$ cat config.mk
export PLATFORM = sky130hd
export DESIGN_NAME = phy_rx_decode_tenbase_t
export DESIGN_NICKNAME = d
export VERILOG_FILES = /design/src/logic/phy_path_pkg.sv /design/src/logic/phy_rx_decode_tenbase_t.sv
export SDC_FILE = /design/constraint.sdc
export NUM_CORES = 1
export LEC_CHECK = 0
export BUFFER_PORTS_ARGS = -buffer_cell sky130_fd_sc_hd__buf_4
export CAP_MARGIN = 15
export CORE_ASPECT_RATIO = 1.5
export CORE_MARGIN = 4
export CORE_UTILIZATION = 35
export DETAILED_ROUTE_END_ITERATION = 10
export MAX_ROUTING_LAYER = met4
export PLACE_DENSITY_LB_ADDON = 0.25
export SETUP_SLACK_MARGIN = 0.4
export SLEW_MARGIN = 25
export SYNTH_ARGS = -nofsm -noshare
export SYNTH_HDL_FRONTEND = slang
export SYNTH_SLANG_ARGS = --single-unit
$ cat constraint.sdc
create_clock -name clk -period 5.3 [get_ports clk]
set_input_delay 0.795 -clock clk [delete_from_list [all_inputs] [get_ports clk]]
set_output_delay 0.795 -clock clk [all_outputs]
set_load 0.005 [all_outputs]
$ cat src/logic/phy_path_pkg.sv
// Shared constants and carrier types for the PHY receive decode and 10BASE-T path
`default_nettype none

package phy_path_pkg;

  // ==========================================================
  // Clock and timing
  localparam int CLK_HZ             = 20_000_000;
  localparam int NIBBLE_RATE_HZ     = 2_500_000;
  localparam int NIBBLE_CYCLES      = CLK_HZ / NIBBLE_RATE_HZ;
  localparam int NLP_PERIOD_MS      = 16;
  localparam int NLP_PERIOD_CYCLES  = NLP_PERIOD_MS * (CLK_HZ / 1000);
  localparam int NLP_WIDTH_NS       = 100;
  localparam int NLP_WIDTH_CYCLES   = (NLP_WIDTH_NS * (CLK_HZ / 1_000_000) / 1000 < 1) ? 1 :
                                      NLP_WIDTH_NS * (CLK_HZ / 1_000_000) / 1000;
  localparam int NLP_MAX_PULSE_NS   = 200;
  localparam int NLP_MAX_PULSE_CYCLES = NLP_MAX_PULSE_NS * (CLK_HZ / 1_000_000) / 1000;
  localparam int JABBER_MS          = 45;
  localparam int JABBER_CYCLES      = JABBER_MS * (CLK_HZ / 1000);
  localparam int LINK_LOSS_MS       = 50;
  localparam int LINK_LOSS_CYCLES   = LINK_LOSS_MS * (CLK_HZ / 1000);

  // ==========================================================
  // Code groups, first received bit in the MSB
  localparam logic [4:0] CG_IDLE    = 5'h1f;
  localparam logic [4:0] CG_SSD_J   = 5'h18;
  localparam logic [4:0] CG_SSD_K   = 5'h11;
  localparam logic [4:0] CG_ESD_T   = 5'h0d;
  localparam logic [4:0] CG_ESD_R   = 5'h07;
  localparam int         CG_BITS    = 5;

  // ==========================================================
  // Nibble values on the receive bus
  localparam logic [3:0] SSD_NIBBLE     = 4'h5;
  localparam logic [3:0] BAD_SSD_NIBBLE = 4'he;
  localparam logic [3:0] ERR_NIBBLE     = 4'h0;

  // ==========================================================
  // Types
  typedef enum logic [3:0] {
    RX_IDLE  = 4'h1,
    RX_CHKK  = 4'h2,
    RX_FRAME = 4'h4,
    RX_ENDR  = 4'h8
  } rx100_state_e;

  typedef struct packed {
    logic [3:0] data;
    logic       dv;
    logic       er;
    logic       crs;
    logic       strobe;
  } mii_rx_s;

  typedef struct packed {
    logic       en;
    logic [3:0] data;
  } mii_tx_s;

  typedef struct packed {
    logic pos;
    logic neg;
  } line_s;

endpackage : phy_path_pkg

`default_nettype wire

$ cat src/logic/phy_rx_decode_tenbase_t.sv
// 100BASE-TX 5B/4B receive decode and 10BASE-T transmit/receive digital path
// Notes on behaviour
// - Lock code-group alignment on J/K until next frame
// - Translate 5-bit groups to MII nibbles
// - J/K delivered as two 0101 nibbles
// - Valid J/K raises data valid, decode continues
// - T/R or two idles end frame silently
// - Unexpected group in frame flags error, arbitrary data
// - Bad start delimiter gives error, 1110, no valid
// - Invalid groups during data valid raise error
// - Take MAC nibbles at 2.5MHz, serialize, Manchester
// - Manchester halves timed by the 20MHz clock
// - Idle transmitter sends normal link pulses
// - Validate Manchester, detect and correct reversed pair
// - Sample halves at 20MHz, build 4-bit nibbles
// - Deliver 10M receive nibbles at 2.5MHz
// - Valid idle link pulses keep link up
// - Overlong transmit enable flags jabber, stops line
// - Jabber clears only once transmit enable drops
`default_nettype none

module phy_rx_decode_tenbase_t #(
  parameter int NLP_PERIOD = phy_path_pkg::NLP_PERIOD_CYCLES,
  parameter int JABBER_LIMIT = phy_path_pkg::JABBER_CYCLES,
  parameter int LINK_LOSS = phy_path_pkg::LINK_LOSS_CYCLES
) (
  input  wire logic                  clk,
  input  wire logic                  reset_n,
  input  wire logic                  speed100,
  input  wire logic                  cgBit,
  input  wire logic                  cgBitValid,
  input  wire phy_path_pkg::mii_tx_s miiTx,
  input  wire logic                  rxLinePos,
  input  wire logic                  rxLineNeg,
  output var  phy_path_pkg::mii_rx_s miiRx,
  output var  logic                  txClkTick,
  output var  phy_path_pkg::line_s   txLine,
  output var  logic                  jabber,
  output var  logic                  rxPolarityReversed,
  output var  logic                  linkUp10
);

  localparam int NLP_W  = $clog2(NLP_PERIOD + 1);
  localparam int JAB_W  = $clog2(JABBER_LIMIT + 1);
  localparam int LINK_W = $clog2(LINK_LOSS + 1);
  localparam int PH_W   = $clog2(phy_path_pkg::NIBBLE_CYCLES);

  typedef struct packed {
    phy_path_pkg::rx100_state_e rxState;
    logic [9:0]                 shift;
    logic [2:0]                 bitCnt;
    logic                       idleSeen;
    logic                       ssdPend;
    phy_path_pkg::mii_rx_s      miiRx;
    logic [PH_W-1:0]            phase;
    logic                       tick;
    logic [3:0]                 txShift;
    logic                       txActive;
    phy_path_pkg::line_s        txLine;
    logic [NLP_W-1:0]           nlpCnt;
    logic [JAB_W-1:0]           jabCnt;
    logic                       jabber;
    logic [2:0]                 posSync;
    logic [2:0]                 negSync;
    phy_path_pkg::line_s        lineF;
    logic                       rxActive;
    logic                       haveHalf;
    logic                       firstHalf;
    logic [3:0]                 rxBits;
    logic [1:0]                 rxBitCnt;
    logic [3:0]                 rxNib;
    logic                       rxNibValid;
    logic [2:0]                 pulseLen;
    logic                       pulseRawPos;
    logic                       polRev;
    logic [LINK_W-1:0]          linkCnt;
    logic                       linkUp;
  } state_s;

  state_s q;
  state_s n;

  // ==========================================================
  // 4B/5B receive translation: {valid, nibble}
  function automatic logic [4:0] decode5b(input logic [4:0] cg);
    logic [4:0] r;
    r = 5'h00;
    unique case (cg)
      5'h1e: r = 5'h10;
      5'h09: r = 5'h11;
      5'h14: r = 5'h12;
      5'h15: r = 5'h13;
      5'h0a: r = 5'h14;
      5'h0b: r = 5'h15;
      5'h0e: r = 5'h16;
      5'h0f: r = 5'h17;
      5'h12: r = 5'h18;
      5'h13: r = 5'h19;
      5'h16: r = 5'h1a;
      5'h17: r = 5'h1b;
      5'h1a: r = 5'h1c;
      5'h1b: r = 5'h1d;
      5'h1c: r = 5'h1e;
      5'h1d: r = 5'h1f;
      default: r = 5'h00;
    endcase
    return r;
  endfunction : decode5b

  function automatic phy_path_pkg::mii_rx_s rxWord(input logic [3:0] d, input logic dv, input logic er,
                                                   input logic crs);
    phy_path_pkg::mii_rx_s w;
    w.data   = d;
    w.dv     = dv;
    w.er     = er;
    w.crs    = crs;
    w.strobe = 1'b1;
    return w;
  endfunction : rxWord

  always_comb begin
    logic [9:0] sh;
    logic       groupDone;
    logic [4:0] dec;
    logic [4:0] grp;
    logic       txBit;
    logic       cp;
    logic       cn;
    logic       act;
    logic       dp;
    sh        = {q.shift[8:0], cgBit};
    groupDone = 1'b0;
    dec       = 5'h00;
    grp       = sh[4:0];
    txBit     = 1'b0;
    cp        = 1'b0;
    cn        = 1'b0;
    act       = 1'b0;
    dp        = q.polRev ? q.negSync[2] : q.posSync[2];
    n = q;
    n.miiRx.strobe = 1'b0;

    // ==========================================================
    // Nibble timing shared by transmit and 10M receive delivery
    n.phase = q.phase + 1'b1;
    n.tick  = (q.phase == PH_W'(phy_path_pkg::NIBBLE_CYCLES - 2));

    // ==========================================================
    // 100M receive decode
    if (speed100) begin
      if (q.ssdPend) begin
        n.ssdPend = 1'b0;
        n.miiRx   = rxWord(phy_path_pkg::SSD_NIBBLE, 1'b1, 1'b0, 1'b1);
      end
      if (cgBitValid) begin
        n.shift   = sh;
        groupDone = (q.bitCnt == 3'(phy_path_pkg::CG_BITS - 1));
        n.bitCnt  = groupDone ? 3'h0 : q.bitCnt + 3'h1;
        dec       = decode5b(grp);
        unique case (q.rxState)
          phy_path_pkg::RX_IDLE: begin
            if (grp == phy_path_pkg::CG_SSD_J) begin
              n.rxState   = phy_path_pkg::RX_CHKK;
              n.bitCnt    = 3'h0;
              n.miiRx.crs = 1'b1;
            end
          end
          phy_path_pkg::RX_CHKK: begin
            if (groupDone) begin
              if (grp == phy_path_pkg::CG_SSD_K) begin
                n.rxState  = phy_path_pkg::RX_FRAME;
                n.idleSeen = 1'b0;
                n.ssdPend  = 1'b1;
                n.miiRx    = rxWord(phy_path_pkg::SSD_NIBBLE, 1'b1, 1'b0, 1'b1);
              end else begin
                n.rxState = phy_path_pkg::RX_IDLE;
                n.miiRx   = rxWord(phy_path_pkg::BAD_SSD_NIBBLE, 1'b0, 1'b1, 1'b0);
              end
            end
          end
          phy_path_pkg::RX_FRAME: begin
            if (groupDone) begin
              if (dec[4]) begin
                n.idleSeen = 1'b0;
                n.miiRx    = rxWord(dec[3:0], 1'b1, 1'b0, 1'b1);
              end else if (grp == phy_path_pkg::CG_ESD_T) begin
                n.rxState = phy_path_pkg::RX_ENDR;
              end else if (grp == phy_path_pkg::CG_IDLE && q.idleSeen) begin
                n.rxState = phy_path_pkg::RX_IDLE;
                n.miiRx   = rxWord(4'h0, 1'b0, 1'b0, 1'b0);
              end else if (grp == phy_path_pkg::CG_IDLE) begin
                n.idleSeen = 1'b1;
              end else begin
                n.miiRx = rxWord(phy_path_pkg::ERR_NIBBLE, 1'b1, 1'b1, 1'b1);
              end
            end
          end
          phy_path_pkg::RX_ENDR: begin
            if (groupDone) begin
              if (grp == phy_path_pkg::CG_ESD_R) begin
                n.rxState = phy_path_pkg::RX_IDLE;
                n.miiRx   = rxWord(4'h0, 1'b0, 1'b0, 1'b0);
              end else begin
                n.rxState = phy_path_pkg::RX_FRAME;
                n.miiRx   = rxWord(phy_path_pkg::ERR_NIBBLE, 1'b1, 1'b1, 1'b1);
              end
            end
          end
          default: n.rxState = phy_path_pkg::RX_IDLE;
        endcase
      end
    end else begin
      n.rxState = phy_path_pkg::RX_IDLE;
      n.ssdPend = 1'b0;
    end

    // ==========================================================
    // 10M transmit: nibble load, Manchester halves, link pulses
    if (q.phase == PH_W'(phy_path_pkg::NIBBLE_CYCLES - 1)) begin
      n.txShift  = miiTx.data;
      n.txActive = miiTx.en && !q.jabber && !speed100;
    end
    txBit = q.txShift[q.phase[PH_W-1:1]];
    if (q.txActive) begin
      n.txLine.pos = q.phase[0] ? txBit : !txBit;
      n.txLine.neg = q.phase[0] ? !txBit : txBit;
      n.nlpCnt     = '0;
    end else if (!miiTx.en && !speed100) begin
      n.nlpCnt     = (q.nlpCnt == NLP_W'(NLP_PERIOD - 1)) ? '0 : q.nlpCnt + 1'b1;
      n.txLine.pos = (q.nlpCnt < NLP_W'(phy_path_pkg::NLP_WIDTH_CYCLES));
      n.txLine.neg = 1'b0;
    end else begin
      n.txLine = '0;
    end
    // Jabber only releases on a dropped enable, never on a timeout
    if (miiTx.en) begin
      if (q.jabCnt == JAB_W'(JABBER_LIMIT - 1)) begin
        n.jabber = 1'b1;
      end else begin
        n.jabCnt = q.jabCnt + 1'b1;
      end
      if (q.jabber) begin
        n.txActive = 1'b0;
        n.txLine   = '0;
      end
    end else begin
      n.jabCnt = '0;
      n.jabber = 1'b0;
    end

    // ==========================================================
    // 10M receive: pin synchronisers and filter
    n.posSync = {q.posSync[1:0], rxLinePos};
    n.negSync = {q.negSync[1:0], rxLineNeg};
    if (q.posSync[1] == q.posSync[2]) begin
      n.lineF.pos = q.posSync[2];
    end
    if (q.negSync[1] == q.negSync[2]) begin
      n.lineF.neg = q.negSync[2];
    end
    cp  = q.polRev ? q.lineF.neg : q.lineF.pos;
    cn  = q.polRev ? q.lineF.pos : q.lineF.neg;
    act = cp || cn;

    n.linkCnt = (q.linkCnt == LINK_W'(LINK_LOSS - 1)) ? q.linkCnt : q.linkCnt + 1'b1;
    if (q.linkCnt == LINK_W'(LINK_LOSS - 1)) begin
      n.linkUp = 1'b0;
    end

    if (!q.rxActive) begin
      // Short lone pulse is a link pulse; sustained activity is a frame
      if (act) begin
        n.pulseLen    = (q.pulseLen == 3'h7) ? q.pulseLen : q.pulseLen + 3'h1;
        n.pulseRawPos = q.lineF.pos;
        if (q.pulseLen == 3'(phy_path_pkg::NLP_MAX_PULSE_CYCLES)) begin
          n.rxActive = !speed100;
          n.haveHalf = 1'b0;
          n.rxBitCnt = 2'h0;
        end
      end else begin
        n.pulseLen = 3'h0;
        if (q.pulseLen != 3'h0 && q.pulseLen <= 3'(phy_path_pkg::NLP_MAX_PULSE_CYCLES)) begin
          n.polRev  = !q.pulseRawPos;
          n.linkUp  = 1'b1;
          n.linkCnt = '0;
        end
      end
    end else if (!act) begin
      n.rxActive = 1'b0;
      n.pulseLen = 3'h0;
    end else begin
      n.linkCnt = '0;
      // One-clock halves never pass the pin filter, so pair raw synced levels; equal pairs slip a half
      if (!q.haveHalf || (q.firstHalf == dp)) begin
        n.haveHalf  = 1'b1;
        n.firstHalf = dp;
      end else begin
        n.haveHalf = 1'b0;
        n.rxBits   = {dp, q.rxBits[3:1]};
        n.rxBitCnt = q.rxBitCnt + 2'h1;
        if (q.rxBitCnt == 2'h3) begin
          n.rxNib      = {dp, q.rxBits[3:1]};
          n.rxNibValid = 1'b1;
        end
      end
    end

    // ==========================================================
    // 10M receive delivery on the nibble tick
    if (!speed100 && q.tick) begin
      if (q.rxNibValid) begin
        n.miiRx      = rxWord(q.rxNib, 1'b1, 1'b0, 1'b1);
        n.rxNibValid = (q.rxActive && act && q.haveHalf && q.firstHalf != dp && q.rxBitCnt == 2'h3);
      end else if (!q.rxActive && q.miiRx.dv) begin
        n.miiRx = rxWord(4'h0, 1'b0, 1'b0, 1'b0);
      end
    end
  end

  always_ff @(posedge clk or negedge reset_n) begin
    if (!reset_n) begin
      q         <= '0;
      q.rxState <= phy_path_pkg::RX_IDLE;
    end else begin
      q <= n;
    end
  end

  assign miiRx              = q.miiRx;
  assign txClkTick          = q.tick;
  assign txLine             = q.txLine;
  assign jabber             = q.jabber;
  assign rxPolarityReversed = q.polRev;
  assign linkUp10           = q.linkUp;

endmodule : phy_rx_decode_tenbase_t

`default_nettype wire

Word-level counts from Yosys, hierarchy flattened
Memories as Yosys holds them, arrays and structs flattened.
Cells that the tools add are included.
Cells by class
  add/sub/neg operators: 7
  order comparisons: 3
  muxes and demuxes: 88
  reductions and logical operators: 35
  equality and inequality tests: 40
  bitwise operators: 3
Operators with widths (count)
  $mux W8: 12
  $mux W21: 4
  $mux W20: 4
  $add A20 B1 Y20 const B: 2
  $eq A20 B20 Y1 const B: 2
  $mux W19: 2
  $mux W4: 9
  $mux W3: 11
  $mux W27: 1
  $mux W1: 24
  $ne A3 B3 Y1 const B: 8
  $add A19 B1 Y19 const B: 1
  $eq A19 B19 Y1 const B: 1
  $lt A19 B2 Y1 const B: 1
  $pmux W6 S3: 1
  $mux W2: 8
  $pmux W4 S4: 1
  $eq A3 B3 Y1 const B: 5
  $eq A5 B5 Y1 const B: 3
  $mux W5: 3
  $ne A2 B2 Y1 const B: 7
  $mux W13: 1
  $reduce_and A3 Y1: 4
  $logic_and A1 B1 Y1: 11
  31 further kinds: 50
Storage, ports and cells
  output and inout bits: 14
  bits in registers: 126
  logic and storage cells: 212
  ROM bits: 160
  memories: 1
Memories
  (name not given): words 32, bits a word 5, read ports 1, clocked after Yosys merged registers in 0, write ports 0, line phy_rx_decode_tenbase_t.sv:88  | unique case (cg)

Depth between registers and ports, before layout
Gate-level depths: netlist (run 1).
  word-level depth: 13
  gate-level depth with buffers: 8
  gate-level depth less buffers: 7

Worst setup path after synthesis (run 1)
Ideal clock, no wire load.
  kind: input-to-reg
  start point: input port speed100
  end point: register q[79] (netlist name)
  data arrival time: 2.051 ns
  path slack: 3.114 ns
  stages: 7
  library setup time: 0.135 ns
  cell sequence: clkbuf_1 > o21ba_2 > clkbuf_1 > nor3_1 > and4_1 > xnor2_1 > nor2_1
Between the ends
  word-level cells in the longest chain between the ends: 3
RTL lines
  start, declared: line phy_rx_decode_tenbase_t.sv:29  | input wire logic speed100,
  $logic_not A1 Y1: line phy_rx_decode_tenbase_t.sv:228  | end else if (!miiTx.en && !speed100) begin
  $logic_and A1 B1 Y1: line phy_rx_decode_tenbase_t.sv:228
  $reduce_bool A2 Y1 (no source line)
  end signal, assigned: line phy_rx_decode_tenbase_t.sv:325  | q <= n;
  end, declared: line phy_rx_decode_tenbase_t.sv:80  | state_s q;
Every way passes these cells.
A chain may end at the register's enable or synchronous reset.

Worst setup path in the final report (run 1)
  start point: register q[70] (netlist name)
  end point: register q[81] (netlist name)
Between the ends
  word-level cells in the longest chain between the ends: 4
  elaborated cells between the ends (all ways): 5
  classes of those cells: 1 x add/sub; 1 x eq/ne; 3 x mux
RTL lines
  $add A19 B1 Y19 / $eq A19 B19 Y1 (equally long branches): line phy_rx_decode_tenbase_t.sv:229  | n.nlpCnt = (q.nlpCnt == NLP_W'(NLP_PERIOD - 1)) ? '0 : q.nlpCnt + 1'b1;
  $mux W19 (*): line phy_rx_decode_tenbase_t.sv:229
  $mux W19 (*): line phy_rx_decode_tenbase_t.sv:228
  $mux W21 (*): line phy_rx_decode_tenbase_t.sv:224  | if (q.txActive) begin
Every way passes the cells marked *; elsewhere a longest branch is shown, timed or not. The select of a mux whose other input is x is not followed.

==> flow_metrics.py, run 1 <==
metrics = {
    "route": {
        "vias_per_cell": 5.42,
        "drt_pass1_iterations": 7,
        "post_drt_wl_per_cell_um": 15.9,
        "vias": 5175,
        "drt_wl_total_mm": 15.1,
        "drtAntennaViolNets": 0,
        "drc_errors": 0,
        "dr.first_iter.drc_count": 250,
    },
    "logic_synthesis": {
        "synthCells": 687,
        "yosysWarnings": 0,
        "synth_area_leaders": "dfrtp_1 (45%), nor2_1 (3.3%), xor2_1 (3.2%)",
        "ys_types": 75,
        "synth_top_area_frac": 0.451,
        "syn_avg_cell_area_um2": 9.53,
        "synth_edf_count": 0,
        "synth_top_flop_cell": "dfrtp_1",
        "synthArstFlopShare": 1.00,
        "synth_area_um2": 6550,
        "yosys_register_bits": 119,
        "synth-seq-area-share": 0.455,
        "syn_nets": 715,
        "synth_top_cell_by_area": "dfrtp_1",
    },
    "sta": {
        "hold_viol": 0,
        "rsz0062_at_grt": "no",
        "fin_setup_tns_ns": 0,
        "min_period_ns": 2.28,
        "finalSetupViolCount": 0,
        "worstMarginPinSlew_ns": 0.832,
        "finalClockSkew_ns": 0.0111,
        "fin_hold_ws_ns": 0.348,
        "relSlewSlack": 0.436,
        "clock.fmax_mhz": 439,
        "period_share": 0.430,
        "drv_slew": 0,
    },
    "grt": {
        "antenna_found_initial": 0,
        "grt_max_degree": 80,
        "overflow": 0,
        "grt_pass1_wl_mm": 26.2,
        "grt.total_usage": 0.157,
        "grt_pass1_vias": 5322,
    },
    "place": {
        "io_buffers": 25,
        "gp_congestion": 0.965,
        "hpwl_mm": 10.7,
        "dp.cells": 922,
    },
    "hold_path": {
        "holdPathEnd": "n[44]$_DFF_PN0_",
        "hold_depth": 0,
        "min_from": "n[43]$_DFF_PN0_",
        "hold_path.class": "reg -> reg",
    },
    "final_layout": {
        "antenna_cells": 0,
        "syn2layout_area_growth_pct": 14.2,
        "fill_cells": 1876,
        "drive_gt1_frac": 0.118,
        "fin_cells": 954,
        "fin_nets": 717,
    },
    "critical_path": {
        "cp_max_fo": 18,
        "critPathLaunchType": "flip-flop",
        "crit_slowest_cell": "nor2_1",
        "critPathCaptureType": "flip-flop",
        "max_stage_delay_ns": 0.61,
        "r2r_slack_ns": 3.02,
        "required_ns": 5.57,
        "path_cells": "ha_1, nand3_1, nor2_1, a41oi_2, nor2_1, nor2_1",
        "r2r_end": "q[81]$_DFFE_PN0P_",
        "worst_path_most_repeated_cell": "nor2_1",
        "crit-reg2reg-launch": "q[70]$_DFFE_PN0P_",
        "arrival_ns": 2.55,
        "r2r.worst_path.cells": 6,
        "crit_type": "reg -> reg",
    },
    "job": {
        "cap_viol_max_count": 0,
    },
    "cts": {
        "clk_pin_slew_ns": 0.06,
        "root_buffer": "clkbuf_16",
        "htreeDepth": 4,
        "cts_num_sinks": 119,
        "hold_buffers": 0,
        "postCtsSetupBuffers": 0,
        "cts_made_buffers": 17,
        "clockBufferDepth": 2,
        "cts_resized": 0,
        "tritoncts": "built",
        "clock_latency_ns": 0.42,
    },
    "floorplanning": {
        "start_util": 0.354,
        "io_pins": 26,
        "rows": 61,
        "dieArea_um2": 21000,
        "core-area_um2": 18500,
        "dieHeight_um": 176,
        "die_w_um": 120,
    },
    "pwr": {
        "power_mw": 2.85,
        "vdd_drop_max_v": 0.000176,
        "p_per_area_nw_per_um2": 381,
        "p_leak_nw": 3.25,
    },
    "status": {
        "status": "finished, final reports clean",
    },
}
cells in the mapped netlist, drive strengths merged, types with 4 or more instances:
cell	number
a21oi	27
a31oi	12
and2	26
and3	17
and4	6
buf	23
clkbuf	20
dfrtp	118
ha	16
inv	20
mux2	9
mux2i	9
nand2	54
nand2b	4
nand3	39
nand4	22
nor2	57
nor2b	13
nor3	11
nor4	10
nor4b	4
o211ai	7
o21ai	44
o21bai	4
o31ai	5
or2	7
or4b	4
xnor2	21
xor2	24
worst max-delay path by stage:
stage	from	to	slack (ns)
2_1_floorplan	speed100	q[79]$_DFFE_PN0P_	3.11
3_3_place_gp	speed100	q[73]$_DFFE_PN0P_	3.01
3_5_place_dp	speed100	q[73]$_DFFE_PN0P_	2.95
4_1_cts	q[70]$_DFFE_PN0P_	q[76]$_DFFE_PN0P_	3.03
5_1_grt	q[70]$_DFFE_PN0P_	q[76]$_DFFE_PN0P_	2.72
6_report	q[70]$_DFFE_PN0P_	q[81]$_DFFE_PN0P_	3.02
routing by layer:
metal / vias up / track usage / routed length [um]
li1: 2462 / - / -
met3: 36 / 0.0351 / 643
met1: 2523 / 0.180 / 6290
met2: 154 / 0.261 / 7690
met5: - / - / 0
met4: 0 / 0.0745 / 501
state kept, by name (all words and copies together), names as in the netlist:
signal and flops:
n 4, rxPolarityReversed 1, jabber 1, linkUp10 1
q 101, txLine 2, txClkTick 1, miiRx 8
layout by cell type, fill, tap and decap left out, types with 5 or more instances in the layout:
cell / n
ha_1: 16
nand3_1: 39
inv_1: 20
o31ai_1: 5
o21ai_0: 38
mux2_2: 9
mux2i_1: 9
and4_1: 6
dfrtp_1: 118
or2_2: 5
o21ai_1: 6
a21oi_1: 27
o211ai_1: 7
and3_1: 17
nor2b_1: 13
nand4_1: 22
xnor2_1: 21
nor2_1: 57
xor2_1: 24
nor3_1: 10
nor4_1: 9
buf_4: 25
and2_1: 26
a31oi_1: 12
nand2_1: 54
clkbuf_16: 17
worst max-delay path, delay by kind of cell, from the launching register on:
kind / cells / cell delay, ns
compound gates: 1 / 0.43
simple gates: 4 / 1.01
flops: 1 / 0.42
fa+ha+maj: 1 / 0.27
per-stage QoR:
stage	instance area [um2]	worst slack, ns	utilization
floorplan	6550	3.11	-
global placement	6830	3.01	0.370
detailed placement	6830	2.95	0.370
CTS	7470	3.03	0.404
global route	7480	2.72	0.405
finish	7480	3.02	0.405
layout make-up:
cell class	count	area, um2	area share
Clock buffer	18	439	0.0587
Tap cell	252	315	0.0422
Timing Repair Buffer	26	199	0.0266
Inverter	20	75.1	0.0100
Sequential cell	119	2980	0.398
Clock inverter	14	196	0.0263
Multi-Input combinational cell	505	3270	0.438
where the power goes:
group | switching (mW) | internal (mW) | leakage [nW]
clock | 0.435 | 0.802 | 0.303
combinational | 0.278 | 0.196 | 1.37
sequential | 0.126 | 1.01 | 1.57
total | 0.838 | 2.01 | 3.25
cell families after synthesis:
kind of cell               count (synthesis)  share of synthesized area
and+or+nand+nor                          287                      0.236
adders and majority gates                 18                     0.0336
xor gates and xnor gates                  45                     0.0602
buffers and inverters                     63                     0.0461
DFF                                      119                      0.455
AOI/OAI and AO/OA                        136                      0.136
muxes                                     19                     0.0327
Note: power is estimated with default switching activity, not from simulation.
==> run 2: changes to the inputs <==
clock period = 2.3 ns   (was 5.3 ns; I/O delays follow)
==> flow_metrics.py, run 2 (same netlist as run 1, synthesis figures left out) <==
metrics = {
    "status": {
        "status": "finished, final reports clean",
    },
    "pwr": {
        "p_leak_nw": 3.45,
        "vdd_drop_max_v": 0.000595,
        "p_per_area_nw_per_um2": 854,
    },
    "final_layout": {
        "regMostFlops": "q",
        "fin_area_um2": 7910,
        "syn2layout_area_growth_pct": 20.9,
        "fin_cells": 993,
        "antenna_cells": 0,
        "final_cell_mix": "dfrtp_1 (109), buf_4 (62), nor2_1 (55), nand2_1 (53), nand3_1 (39)",
        "drive_gt1_frac": 0.202,
        "fill_cells": 1851,
        "fin_nets": 756,
        "largest_reg_flops": 101,
        "final_common_cell": "dfrtp_1",
    },
    "route": {
        "dr.first_iter.drc_count": 306,
        "drc_errors": 0,
        "drt_pass1_iterations": 4,
        "drtAntennaViolNets": 0,
        "drt_wl_total_mm": 15.8,
        "vias_per_cell": 5.27,
        "vias": 5232,
        "post_drt_wl_per_cell_um": 15.9,
    },
    "sta": {
        "relSlewSlack": 0.650,
        "finalSetupViolCount": 0,
        "hold_viol": 0,
        "clock.fmax_mhz": 524,
        "period_share": 0.829,
        "fin_setup_tns_ns": 0,
        "drv_slew": 0,
        "rsz0062_at_grt": "yes",
        "min_period_ns": 1.91,
        "worstMarginPinSlew_ns": 0.520,
        "finalClockSkew_ns": 0.0198,
    },
    "cts": {
        "clockBufferDepth": 2,
        "clk_pin_slew_ns": 0.06,
        "clock_latency_ns": 0.42,
        "tritoncts": "built",
        "cts_made_buffers": 17,
        "root_buffer": "clkbuf_16",
        "cts_num_sinks": 119,
        "htreeDepth": 4,
    },
    "place": {
        "io_buffers": 25,
        "place_area_um2": 6990,
        "hpwl_mm": 11.2,
        "dp.cells": 942,
        "gp_congestion": 0.882,
    },
    "critical_path": {
        "worst-path-buf-inv": 0,
        "critPathLaunchType": "flip-flop",
        "path_delay_family": "simple AND/OR/NAND/NOR gates",
        "path_cells": "or4b_4, a41o_1, o2111ai_4, nand3_1, o41ai_1",
        "critPathCaptureType": "flip-flop",
        "crit_slowest_cell": "or4b_4",
        "required_ns": 2.60,
        "crit_type": "reg -> reg",
        "cp_max_fo": 8,
        "arrival_ns": 2.21,
        "max_stage_delay_ns": 0.56,
    },
    "floorplanning": {
        "start_util": 0.354,
        "io_pins": 26,
        "rows": 61,
        "dieArea_um2": 21000,
        "core-area_um2": 18500,
        "dieHeight_um": 176,
        "die_w_um": 120,
    },
    "grt": {
        "antenna_found_initial": 0,
        "grt.total_usage": 0.161,
        "overflow": 0,
        "grt_pass1_wl_mm": 26.6,
        "grt_pass1_vias": 5284,
        "grt_max_degree": 55,
    },
    "hold_path": {
        "hold_path.class": "in -> reg",
    },
    "job": {
        "cap_viol_max_count": 0,
    },
}
==> run 2: what timing repair did <==
item,CTS,global route
gates resized for setup,16,23
setup endpoints to repair,14,29
hold buffers,1,0
setup buffers,7,11
endpoints found under the hold margin,31,0
pin swaps,1,8
==> run 2: metal layers <==
metal	track usage	part of all wire
met3	0.0380	0.027
met2	0.275	0.53
met5	-	0
met1	0.180	0.41
met4	0.0674	0.030
==> run 2: metrics by stage <==
step / worst slack, ns / util / hold WS [ns] / power (mW)
floorplan: 0.436 / - / 0.0494 / 3.41
global placement: 0.0359 / 0.379 / 0.332 / 3.75
detailed placement: 0.0371 / 0.379 / 0.337 / 3.81
CTS: 0.400 / 0.419 / 0.0176 / 6.77
global route: 0.311 / 0.428 / 0.0122 / 7.14
finish: 0.393 / 0.428 / 0.0300 / 6.76
==> run 2: layout make-up <==
class	count	area [um2]	share of cell area
clock buffer	18	439	0.0555
clock inverter	14	199	0.0251
inverter	20	75.1	0.00949
multi-input combinational	505	3390	0.428
sequential	119	2990	0.378
tap	252	315	0.0399
timing repair buffer	65	507	0.0641
==> run 2: worst paths after layout <==
path | start | end | slack (ns) | depth (start not counted)
max in group asynchronous | reset_n | q[7]$_DFF_PN0_ | 1.06 | 3
setup reg to reg | q[125]$_DFFE_PN0P_ | q[125]$_DFFE_PN0P_ | 0.39 | 5
setup / recovery | q[125]$_DFFE_PN0P_ | q[125]$_DFFE_PN0P_ | 0.39 | 5
hold reg to reg | n[46]$_DFF_PN0_ | n[47]$_DFF_PN0_ | 0.35 | 0
min in group asynchronous | reset_n | q[108]$_DFFE_PN0P_ | 0.43 | 2
hold / removal | rxLineNeg | n[43]$_DFF_PN0_ | 0.03 | 1
==> run 2: where the power goes <==
group | switching, mW | leakage (nW) | internal [mW]
clock | 1.00 | 0.299 | 1.85
combinational | 0.736 | 1.59 | 0.589
sequential | 0.251 | 1.56 | 2.33
==> run 2: worst reg2reg max path: stages, from the launching register on <==
cell and delay [ns]:
dfrtp_2 0.46, or4b_4 0.57, a41o_1 0.27, o2111ai_4 0.29, nand3_1 0.12, o41ai_1 0.08
==> run 3: changes to the inputs <==
clock period = 1.7 ns   (was 2.3 ns; I/O delays follow)
==> flow_metrics.py, run 3 (same netlist as run 1, synthesis figures left out) <==
metrics = {
    "route": {
        "drt_wl_total_mm": 18.6,
        "drc_errors": 0,
        "drtAntennaViolNets": 0,
        "dr.first_iter.drc_count": 327,
        "drt_pass1_iterations": 4,
        "post_drt_wl_per_cell_um": 16.6,
        "vias_per_cell": 5.23,
        "vias": 5854,
    },
    "floorplanning": {
        "dieArea_um2": 21000,
        "die_w_um": 120,
        "io_pins": 26,
        "core-area_um2": 18500,
        "start_util": 0.354,
        "dieHeight_um": 176,
        "rows": 61,
    },
    "status": {
        "status": "finished, violations left",
        "violations": "negative setup slack",
    },
    "cts": {
        "clock_latency_ns": 0.42,
        "clk_pin_slew_ns": 0.05,
        "tritoncts": "built",
        "cts_made_buffers": 17,
        "root_buffer": "clkbuf_16",
        "cts_num_sinks": 119,
        "clockBufferDepth": 2,
        "htreeDepth": 4,
    },
    "grt": {
        "grt_pass1_wl_mm": 29.9,
        "overflow": 0,
        "grt.total_usage": 0.183,
        "antenna_found_initial": 0,
        "grt_max_degree": 44,
        "grt_pass1_vias": 6192,
    },
    "job": {
        "cap_viol_max_count": 0,
    },
    "sta": {
        "worstMarginPinSlew_ns": 0.431,
        "relSlewSlack": 0.705,
        "rsz0062_at_grt": "yes",
        "clock.fmax_mhz": 533,
        "hold_viol": 0,
        "min_period_ns": 1.88,
        "finalClockSkew_ns": 0.0132,
        "drv_slew": 0,
        "period_share": 1.10,
        "fin_setup_tns_ns": -1.40,
        "finalSetupViolCount": 15,
        "worst_slack_ns": -0.176,
    },
    "pwr": {
        "p_leak_nw": 4.24,
        "p_per_area_nw_per_um2": 1020,
        "vdd_drop_max_v": 0.000691,
    },
    "final_layout": {
        "regMostFlops": "q",
        "utilization": 0.530,
        "drive_gt1_frac": 0.457,
        "syn2layout_area_growth_pct": 49.6,
        "largest_reg_flops": 101,
        "antenna_cells": 0,
        "fin_nets": 883,
        "final_common_cell": "buf_4",
        "fill_cells": 1638,
        "final_cell_mix": "buf_4 (149), dfrtp_1 (104), nand2_1 (41), nor2_1 (35), buf_6 (34)",
    },
    "hold_path": {
        "hold_path.class": "in -> reg",
    },
    "place": {
        "hpwl_mm": 12.1,
        "io_buffers": 25,
        "gp_congestion": 0.912,
        "dpl_worst_slack_ns": -0.228,
    },
    "critical_path": {
        "critPathCaptureType": "flip-flop",
        "arrival_ns": 2.16,
        "critPathLaunchType": "flip-flop",
        "crit_type": "reg -> reg",
        "r2r_slack_ns": -0.18,
        "required_ns": 1.98,
        "cp_max_fo": 7,
    },
}
-- run 3: metrics by stage --
stage / area (um2) / hold WS, ns / power (mW) / cells
2_1_floorplan: 6880 / -0.0406 / 4.84 / 687
3_3_place_gp: 7850 / 0.214 / 5.59 / 1018
3_5_place_dp: 7850 / 0.218 / 5.67 / 1018
4_1_cts: 9110 / 0.0419 / 9.78 / 1089
5_1_grt: 9790 / 0.0437 / 10.6 / 1120
6_report: 9790 / 0.0580 / 10.0 / 1120
-- run 3: worst max-delay path: stages, from the launching register on --
cell	delay [ns]
dfrtp_2	0.44
or4b_4	0.55
a41o_1	0.27
o2111ai_4	0.30
nand3_2	0.10
o41ai_1	0.09
-- run 3: metal layers --
metal,global-route usage,part of all wire
met5,-,0
met4,0.0812,0.036
met3,0.0422,0.030
met2,0.330,0.55
met1,0.187,0.38
-- run 3: final timing paths --
path / startpoint / endpoint / cells past startpoint
worst max-delay path: q[125]$_DFFE_PN0P_ / q[125]$_DFFE_PN0P_ / 5
worst min-delay path: miiTx[4] / txLine[0]$_DFF_PN0_ / 2
worst max register to register: q[125]$_DFFE_PN0P_ / q[125]$_DFFE_PN0P_ / 5
worst min register to register: n[46]$_DFF_PN0_ / n[47]$_DFF_PN0_ / 0
max in group asynchronous: reset_n / q[9]$_DFF_PN0_ / 3
min in group asynchronous: reset_n / q[114]$_DFFE_PN0P_ / 2
-- run 3: area by class of cell --
type / instances / area, um2 / share of cell area
clock buffers: 22 / 474 / 0.0484
clock inverters: 10 / 120 / 0.0123
inverters: 20 / 75.1 / 0.00767
multi-input cells: 507 / 4200 / 0.429
flip-flops and latches: 119 / 3000 / 0.306
well taps: 252 / 315 / 0.0322
repair buffers: 190 / 1610 / 0.165
-- run 3: report_power, final --
group	internal, mW	leakage, nW	switching [mW]
Clock	2.28	0.287	1.30
Combinational	1.50	2.40	1.47
Sequential	3.16	1.55	0.312
-- run 3: what timing repair did --
item	CTS	global route
resized for setup	99	106
gates cloned	3	0
pin swaps	56	66
setup endpoints to repair	94	98
buffers inserted	33	31
endpoints found under the hold margin	22	0
hold buffers	3	0
